<file path="src/hdl/lsiu_pkg.sv">
package lsiu_pkg;

  // sizes of the register set
  localparam int LSIU_NSTS = 9;                 // number of status registers
  localparam int LSIU_W    = 8;                 // register data width

  // register indices; byte address on the bus is four times the index
  localparam logic [7:0] LSIU_IDX_SUM_LO   = 8'h14;
  localparam logic [7:0] LSIU_IDX_SUM_HI   = 8'h15;
  localparam logic [7:0] LSIU_IDX_STS_BASE = 8'h20;  // status 1..9
  localparam logic [7:0] LSIU_IDX_MSK_BASE = 8'h30;  // masks 1..9
  localparam logic [7:0] LSIU_IDX_FIFTH_INFORMATION_REG    = 8'h40;
  localparam logic [7:0] LSIU_IDX_SIXTH_INFORMATION_REG    = 8'h41;
  localparam logic [7:0] LSIU_IDX_LIVE     = 8'h42;

  // reset value of every writable and readable register
  localparam logic [7:0] LSIU_RST_VAL = 8'h00;

  // bit kinds: condition bits of the sync status register (loss of sync at
  // bit 0 is a condition, regained sync at bit 4 is an event)
  localparam logic [8:0][7:0] LSIU_STS_COND_DEF =
    72'h00_00_00_00_00_00_00_01_00;
  localparam logic [8:0][7:0] LSIU_STS_DBL_DEF  =
    72'h00_00_00_00_00_00_00_00_00;
  localparam logic [7:0]      LSIU_FIFTH_INFORMATION_REG_LIVE_DEF = 8'hF0;
  localparam logic [7:0]      LSIU_SIXTH_INFORMATION_REG_LIVE_DEF = 8'hF0;

  // bus carriers
  typedef struct packed {
    logic        psel;
    logic        penable;
    logic        pwrite;
    logic [11:0] paddr;
    logic [31:0] pwdata;
  } lsiu_apb_req_s;

  typedef struct packed {
    logic [31:0] prdata;
    logic        pready;
    logic        pslverr;
  } lsiu_apb_rsp_s;

  // state of one latched register
  typedef struct packed {
    logic [7:0] latch;   // sticky copy, set by hardware
    logic [7:0] rdcopy;  // copy that software reads
    logic [7:0] prev;    // input one cycle ago
  } lsiu_cell_s;

  // state of the top level
  typedef struct packed {
    logic [8:0][7:0] mask;
    logic [7:0]      live;
    logic            irq;
  } lsiu_top_s;

endpackage

</file>
<file path="src/hdl/lsiu_latch_cell.sv">
`timescale 1ns/1ps
module lsiu_latch_cell
  import lsiu_pkg::*;
#(
  parameter int         W         = 8,
  parameter logic [7:0] DBL_MASK  = 8'h00,
  parameter logic [7:0] LIVE_MASK = 8'h00
) (
  input  wire logic       ref_clk,
  input  wire logic       rst_b,
  input  wire logic [7:0] sig_in,
  input  wire logic       wr_en,
  input  wire logic [7:0] wr_byte,
  output logic      [7:0] latch_out,
  output logic      [7:0] rd_out
);

  if (W != LSIU_W) begin : g_bad_width
    $error("lsiu_latch_cell: only 8-bit registers are supported");
  end

  lsiu_cell_s q;
  lsiu_cell_s d;
  logic [7:0] fall;
  logic [7:0] setv;

  // condition bits are levels, event bits pulses; both simply set the latch
  // while high, so a condition still present sets it again after a read
  always_comb begin
    d    = q;
    fall = q.prev & ~sig_in;
    setv = (sig_in & ~LIVE_MASK) | (fall & DBL_MASK);
    d.prev = sig_in;
    if (wr_en) begin
      // selected bits refresh and clear; unselected bits hold
      d.rdcopy = (q.rdcopy & ~wr_byte)
               | ((q.latch | setv) & wr_byte);
      d.latch  = (q.latch & ~wr_byte) | setv;  // set wins over clear
    end else begin
      d.latch = q.latch | setv;
    end
  end

  always_ff @(posedge ref_clk or negedge rst_b) begin
    if (!rst_b) begin
      q <= '0;
    end else begin
      q <= d;
    end
  end

  assign latch_out = q.latch;
  // unlatched bits show the live input and need no selecting write
  assign rd_out = (q.rdcopy & ~LIVE_MASK) | (q.prev & LIVE_MASK);
endmodule

</file>
<file path="src/hdl/lsiu_apb_port.sv">
`timescale 1ns/1ps
module lsiu_apb_port
  import lsiu_pkg::*;
(
  input  wire logic          ref_clk,
  input  wire logic          rst_b,
  input  lsiu_apb_req_s      apb_req,
  input  wire logic [7:0]    rd_data,
  input  wire logic          addr_ok,
  output lsiu_apb_rsp_s      apb_rsp,
  output logic               wr_go
);

  lsiu_apb_rsp_s q;
  lsiu_apb_rsp_s d;
  logic          setup;

  // answer is prepared in the setup cycle, so every access has no wait
  always_comb begin
    d        = q;
    setup    = apb_req.psel & ~apb_req.penable;
    d.pready = 1'b0;
    if (setup) begin
      d.pready  = 1'b1;
      d.pslverr = ~addr_ok;
      d.prdata  = (addr_ok && !apb_req.pwrite) ? {24'h000000, rd_data}
                                               : 32'h00000000;
    end
  end

  always_ff @(posedge ref_clk or negedge rst_b) begin
    if (!rst_b) begin
      q <= '0;
    end else begin
      q <= d;
    end
  end

  assign apb_rsp = q;
  // write commits only at the edge that completes the access
  assign wr_go = apb_req.psel & apb_req.penable & apb_req.pwrite & q.pready;
endmodule

</file>
<file path="src/hdl/lsiu_top.sv">
`timescale 1ns/1ps
module lsiu_top
  import lsiu_pkg::*;
#(
  parameter logic [8:0][7:0] STS_COND   = LSIU_STS_COND_DEF,
  parameter logic [8:0][7:0] STS_DBL    = LSIU_STS_DBL_DEF,
  parameter logic [7:0]      FIFTH_INFORMATION_REG_LIVE = LSIU_FIFTH_INFORMATION_REG_LIVE_DEF,
  parameter logic [7:0]      SIXTH_INFORMATION_REG_LIVE = LSIU_SIXTH_INFORMATION_REG_LIVE_DEF
) (
  input  wire logic             ref_clk,
  input  wire logic             rst_b,
  input  lsiu_apb_req_s         apb_req,
  output lsiu_apb_rsp_s         apb_rsp,
  input  wire logic [8:0][7:0]  sts_in,
  input  wire logic [7:0]       fifth_information_reg_in,
  input  wire logic [7:0]       sixth_information_reg_in,
  input  wire logic [7:0]       live_sync_in,
  output logic                  irq
);

  if ((STS_DBL & ~STS_COND) != '0) begin : g_bad_dbl
    $error("lsiu_top: double-interrupt bits must be condition bits");
  end

  lsiu_top_s       q;
  lsiu_top_s       d;
  logic [7:0]      idx;
  logic            align_ok;
  logic            wr_go;
  logic            rd_hit;
  logic            wr_hit;
  logic [7:0]      rd_data;
  logic [7:0]      wbyte;
  logic [8:0][7:0] sts_latch;
  logic [8:0][7:0] sts_rd;
  logic [8:0]      sts_wr;
  logic [8:0]      sts_pend;
  logic [7:0]      fifth_information_reg_rd;
  logic [7:0]      sixth_information_reg_rd;
  logic            fifth_information_reg_wr;
  logic            sixth_information_reg_wr;
  logic [7:0]      sum_lo;
  logic [7:0]      sum_hi;

  // index decode; low address bits must be zero for an aligned word
  assign idx      = apb_req.paddr[9:2];
  assign align_ok = (apb_req.paddr[1:0] == 2'b00)
                  & (apb_req.paddr[11:10] == 2'b00);
  assign wbyte    = apb_req.pwdata[7:0];

  lsiu_apb_port u_apb (
    .ref_clk (ref_clk),
    .rst_b   (rst_b),
    .apb_req (apb_req),
    .rd_data (rd_data),
    .addr_ok (apb_req.pwrite ? wr_hit : rd_hit),
    .apb_rsp (apb_rsp),
    .wr_go   (wr_go)
  );

  // one latched status register and its pending flag per index
  for (genvar k = 0; k < LSIU_NSTS; k++) begin : g_sts
    assign sts_wr[k] = wr_go & align_ok
                     & (idx == LSIU_IDX_STS_BASE + 8'(k));
    lsiu_latch_cell #(
      .W         (LSIU_W),
      .DBL_MASK  (STS_DBL[k]),
      .LIVE_MASK (8'h00)
    ) u_cell (
      .ref_clk   (ref_clk),
      .rst_b     (rst_b),
      .sig_in    (sts_in[k]),
      .wr_en     (sts_wr[k]),
      .wr_byte   (wbyte),
      .latch_out (sts_latch[k]),
      .rd_out    (sts_rd[k])
    );
    // the sticky latch, not the read copy, drives the interrupt
    assign sts_pend[k] = |(sts_latch[k] & q.mask[k]);
  end

  // information registers latch their bits outside the live mask the same way but feed nothing onward
  assign fifth_information_reg_wr = wr_go & align_ok & (idx == LSIU_IDX_FIFTH_INFORMATION_REG);
  assign sixth_information_reg_wr = wr_go & align_ok & (idx == LSIU_IDX_SIXTH_INFORMATION_REG);

  lsiu_latch_cell #(
    .W         (LSIU_W),
    .DBL_MASK  (8'h00),
    .LIVE_MASK (FIFTH_INFORMATION_REG_LIVE)
  ) u_fifth_information_reg (
    .ref_clk   (ref_clk),
    .rst_b     (rst_b),
    .sig_in    (fifth_information_reg_in),
    .wr_en     (fifth_information_reg_wr),
    .wr_byte   (wbyte),
    .latch_out (),
    .rd_out    (fifth_information_reg_rd)
  );

  lsiu_latch_cell #(
    .W         (LSIU_W),
    .DBL_MASK  (8'h00),
    .LIVE_MASK (SIXTH_INFORMATION_REG_LIVE)
  ) u_sixth_information_reg (
    .ref_clk   (ref_clk),
    .rst_b     (rst_b),
    .sig_in    (sixth_information_reg_in),
    .wr_en     (sixth_information_reg_wr),
    .wr_byte   (wbyte),
    .latch_out (),
    .rd_out    (sixth_information_reg_rd)
  );

  // summaries: one flag per status register, ninth one on its own
  assign sum_lo = sts_pend[7:0];
  assign sum_hi = {7'h00, sts_pend[8]};

  // read mux and write decode; the summaries and live register are
  // read-only, so a write to them is refused with an error
  always_comb begin
    rd_data = 8'h00;
    rd_hit  = 1'b0;
    wr_hit  = 1'b0;
    for (int k = 0; k < LSIU_NSTS; k++) begin
      if (idx == LSIU_IDX_STS_BASE + 8'(k)) begin
        rd_data = sts_rd[k];
        rd_hit  = 1'b1;
        wr_hit  = 1'b1;
      end
      if (idx == LSIU_IDX_MSK_BASE + 8'(k)) begin
        rd_data = q.mask[k];
        rd_hit  = 1'b1;
        wr_hit  = 1'b1;
      end
    end
    case (idx)
      LSIU_IDX_SUM_LO: begin
        rd_data = sum_lo;
        rd_hit  = 1'b1;
      end
      LSIU_IDX_SUM_HI: begin
        rd_data = sum_hi;
        rd_hit  = 1'b1;
      end
      LSIU_IDX_FIFTH_INFORMATION_REG: begin
        rd_data = fifth_information_reg_rd;
        rd_hit  = 1'b1;
        wr_hit  = 1'b1;
      end
      LSIU_IDX_SIXTH_INFORMATION_REG: begin
        rd_data = sixth_information_reg_rd;
        rd_hit  = 1'b1;
        wr_hit  = 1'b1;
      end
      LSIU_IDX_LIVE: begin
        rd_data = q.live;
        rd_hit  = 1'b1;
      end
      default: begin
      end
    endcase
    rd_hit = rd_hit & align_ok;
    wr_hit = wr_hit & align_ok;
  end

  // masks, live synchronizer copy and the registered interrupt
  always_comb begin
    d      = q;
    d.live = live_sync_in;
    for (int k = 0; k < LSIU_NSTS; k++) begin
      if (wr_go && align_ok && idx == LSIU_IDX_MSK_BASE + 8'(k)) begin
        d.mask[k] = wbyte;
      end
    end
    d.irq = |sts_pend;
  end

  // masks come up zero, so nothing can interrupt until software opens them
  always_ff @(posedge ref_clk or negedge rst_b) begin
    if (!rst_b) begin
      q <= '0;
    end else begin
      q <= d;
    end
  end

  assign irq = q.irq;

  // helper: cycles since reset release, saturating, for the reset check
  logic [1:0] rel_cnt_q;
  always_ff @(posedge ref_clk or negedge rst_b) begin
    if (!rst_b) begin
      rel_cnt_q <= 2'b00;
    end else if (rel_cnt_q != 2'b11) begin
      rel_cnt_q <= rel_cnt_q + 2'b01;
    end
  end
endmodule

</file>
<file path="config.mk">
export PLATFORM = sky130hd
export DESIGN_NAME = lsiu_top
export DESIGN_NICKNAME = d
export VERILOG_FILES = /design/src/hdl/lsiu_pkg.sv /design/src/hdl/lsiu_latch_cell.sv /design/src/hdl/lsiu_apb_port.sv /design/src/hdl/lsiu_top.sv
export SDC_FILE = /design/constraint.sdc
export NUM_CORES = 1
export LEC_CHECK = 0
export BUFFER_PORTS_ARGS = -buffer_cell sky130_fd_sc_hd__buf_2
export CORE_MARGIN = 8
export CORE_UTILIZATION = 40
export DETAILED_ROUTE_END_ITERATION = 6
export GPL_TIMING_DRIVEN = 0
export PLACE_DENSITY = 0.59
export SLEW_MARGIN = 20
export SYNTH_ARGS = -nofsm -noshare
export SYNTH_HDL_FRONTEND = slang
export SYNTH_SLANG_ARGS = --single-unit
</file>
<file path="constraint.sdc">
create_clock -name ref_clk -period 1.8 [get_ports ref_clk]
set_input_delay 0.36 -clock ref_clk [delete_from_list [all_inputs] [get_ports ref_clk]]
set_output_delay 0.36 -clock ref_clk [all_outputs]
set_load 0.01 [all_outputs]
</file>
==> flow_summary_export.csv <==
group,metric,value,unit
route,detail_route.first_pass.iterations,5,
clocking,clock_tree.buffer_depth,3,
floorplan,fp-row-count,65,
placement,gpl.final_weighted_congestion,0.993,
route,drt-initial-drc-count,1319,
synth,synthMostInstantiatedCell,"dfrtp_1",
timing,final.period_utilization,103,%
finish,multi_input_comb_area,0.00642,mm^2
placement,hpwl,35.6,mm
synth,post_synth_instance_area,0.0127,mm^2
finish,antenna-diode-count,0,
route,postRouteWirelength,49.0,mm
synth,synth_enable_flop_cells,0,
finish,final-seq-area,0.00648,mm^2
finish,layout.cell_area.non_filler,0.0170,mm^2
timing,final_hold_viol_count,0,
floorplan,design.die.area,0.0377,mm^2
timing,max_freq,0.539,GHz
synth,synthDominantCellAreaShare,51.0,%
global_routing,grt_pass1_vias,11300,
clocking,cts_tree,"done",
synth,synth_top_flop_cell,"dfrtp_1",
synth,synth_top_cells_by_count,"dfrtp_1 (259), nor2_1 (115), nand2_1 (113)",
synth,ys_top_cells_by_area,"dfrtp_1 (51%), mux2_2 (6.3%), a21o_1 (4.3%)",
synth,synth_top_cell_by_area,"dfrtp_1",
floorplan,initial_core_util,40.5,%
critical_path,critPathCaptureType,"flip-flop",
critical_path,critical_path.n_buffers_inverters,0,
timing,tightestPinTransition,1.28,ns
synth,synth_seq_area_share,51.0,%
finish,layout.nets,1663,
timing,finClkSkew,0.0204,ns
floorplan,die_height,194,um
placement,place_area,0.0144,mm^2
global_routing,grt_overflow,0,
clocking,tritoncts.num_buffers,29,
finish,area.growth.synth_to_final,33.5,%
critical_path,cp_data_required_time,2.29,ns
floorplan,die_w,194,um
global_routing,global_route_wire_length_before_repair,72.5,mm
route,drt_drc_violations_left,0,
timing,holdWs,0.00737,ns
clocking,clock_h_tree_levels,1,
placement,preCtsSetupSlack,-0.999,ns
clocking,cts.reportedPaths.clkPinSlew,0.06,ns
route,antenna_violating_nets_post_route,0,
timing,setup_viol_count_final,40,
clocking,root_buffer,"clkbuf_16",
route,detail_route.vias_per_cell,5.93,
outcome,status,"finished, violations left",
synth,yosysWarningCount,0,
finish,n_fill_cell,2789,
power,power.density_cell_area,768,mW/mm^2
floorplan,fp.coreArea,0.0314,mm^2
flow_run,max-cap-violations,0,
placement,placement.io_buffers,128,
outcome,violations,"setup timing",
synth,post_synth.cell_area_avg,10.3,um^2
global_routing,grt_start_max_net_pins,95,
power,worst_ir_drop_vdd,0.667,mV
critical_path,worst-setup-path-type,"flip-flop to flip-flop",
timing,finalCriticalPeriod,1.86,ns
synth,synth_cell_type_count,76,
timing,totalNegativeSetupSlack,-0.558,ns
synth,ys_seq_elements,259,
route,routed_wire_length_per_instance,25.2,um
timing,rsz0062_at_grt,"yes",
synth,synth-async-reset-ratio,100,%
timing,setup_ws,-0.0564,ns
critical_path,setup.worst_path.start_class,"flip-flop",
global_routing,initial_antenna_violation_count,2,
timing,slew_viol_final,0,
power,p_leak,7.21,nW
synth,number_of_cells_produced_by_synthesis,1237,
route,vias,11500,
finish,drive_above_1_share,34.9,%
timing,maxSlewHeadroom,15.0,%
critical_path,timing.critical_path.slowest_cell_delay,0.42,ns
critical_path,critical_path.cell_chain,"mux2i_1, or3_1, a41oi_2, nor3_2, a211o_1, a22oi_2",
worst_hold_path,min_path_type,"input port to flip-flop",
floorplan,pin_count,180,
critical_path,timing.critical_path.fanout_max,3,
clocking,insertion_delay,0.56,ns
critical_path,critical_path_arrival,2.34,ns
critical_path,cpMaxStageDelayCell,"dfrtp_1",
clocking,tritoncts_num_sinks,259,
global_routing,grt.total_usage,25.0,%
critical_path,critical_path.top_delay_family,"compound AO/OA/AOI/OAI gates",
## kinds of logic after synthesis
family | after synthesis | synth area share (%)
other | 1 | 0.0295
AO/OA/AOI/OAI | 382 | 20.6
AND/OR/NAND/NOR | 405 | 16.4
XOR/XNOR | 1 | 0.0690
flip-flops | 259 | 51.0
buffers and inverters | 110 | 5.00
multiplexers | 79 | 6.92
## worst register-to-register path, cell delays in order (launching register included)
cell,delay [ns]
dfrtp_1,0.42
mux2i_1,0.11
or3_1,0.35
a41oi_2,0.30
nor3_2,0.11
a211o_1,0.32
a22oi_2,0.19
## per-layer routing
metal / share of wire [%] / routed length, um / vias to the layer above / track usage (%)
met3: 7.8 / 3800 / 109 / 4.56
met2: 45 / 22100 / 517 / 39.6
met4: 3.2 / 1570 / 4 / 7.24
met1: 44 / 21500 / 5785 / 34.4
met5: 0.055 / 27 / - / 0
li1: - / - / 5096 / -
## path summary, 6_finish.rpt
kind | start | to | slack [ns] | depth (start not counted)
hold reg to reg | u_sixth_information_reg.latch_out[0]$_DFF_PN0_ | u_sixth_information_reg.latch_out[0]$_DFF_PN0_ | 0.48 | 1
setup / recovery | q[48]$_DFFE_PN0P_ | u_apb.apb_rsp[9]$_DFFE_PN0P_ | -0.06 | 6
hold / removal | sts_in[22] | g_sts[2].u_cell.latch_out[6]$_DFF_PN0_ | 0.007 | 2
max in group asynchronous | rst_b | q[64]$_DFFE_PN0P_ | 0.49 | 4
setup reg to reg | q[48]$_DFFE_PN0P_ | u_apb.apb_rsp[9]$_DFFE_PN0P_ | -0.06 | 6
min in group asynchronous | rst_b | q[1]$_DFF_PN0_ | 0.40 | 3
## where the power goes
part	switching [mW]	internal [mW]
Clock	2.46	3.63
Sequential	0.00997	5.85
Combinational	0.650	0.421
## per-stage QoR
stage	cells	power, mW	utilization (%)
after floorplan	1260	6.33	-
after global placement	1790	6.80	45.6
after detailed placement	1793	6.82	45.9
after CTS	1919	13.0	52.1
after global routing	1942	13.4	54.0
final	1942	13.0	54.0
## cells in the final DEF (no fill, tap or decap), types with 13 or more instances in the layout
master,count
dfrtp_1,259
buf_2,131
nor2_1,106
nand2_1,87
a21o_1,73
buf_4,68
o21ai_0,61
mux2_2,59
a22oi_1,51
a21oi_1,48
nand3_1,40
dlygate4sd3_1,40
buf_6,37
clkbuf_16,30
nor3_2,26
conb_1,24
clkbuf_1,22
o31ai_1,19
nand2b_1,16
a31oi_1,16
nand2_2,14
nand2_4,13
nor3_1,13
o21ai_1,13
## what timing repair did
item / in CTS / in global routing
hold endpoints to repair: 131 / 0
cloned: 1 / 2
resized for setup: 64 / 124
setup endpoints to repair: 161 / 149
hold buffers: 40 / 0
pin swaps: 26 / 61
buffers inserted: 32 / 22
## cell type report
class / instances / area share (%)
Sequential cell: 259 / 38.2
Multi-Input combinational cell: 891 / 37.9
Timing Repair Buffer: 227 / 9.94
Buffer: 103 / 5.08
Clock buffer: 41 / 4.90
Tap cell: 402 / 2.97
Clock inverter: 12 / 0.863
Inverter: 7 / 0.155
Note: power is estimated with default switching activity, not from simulation.
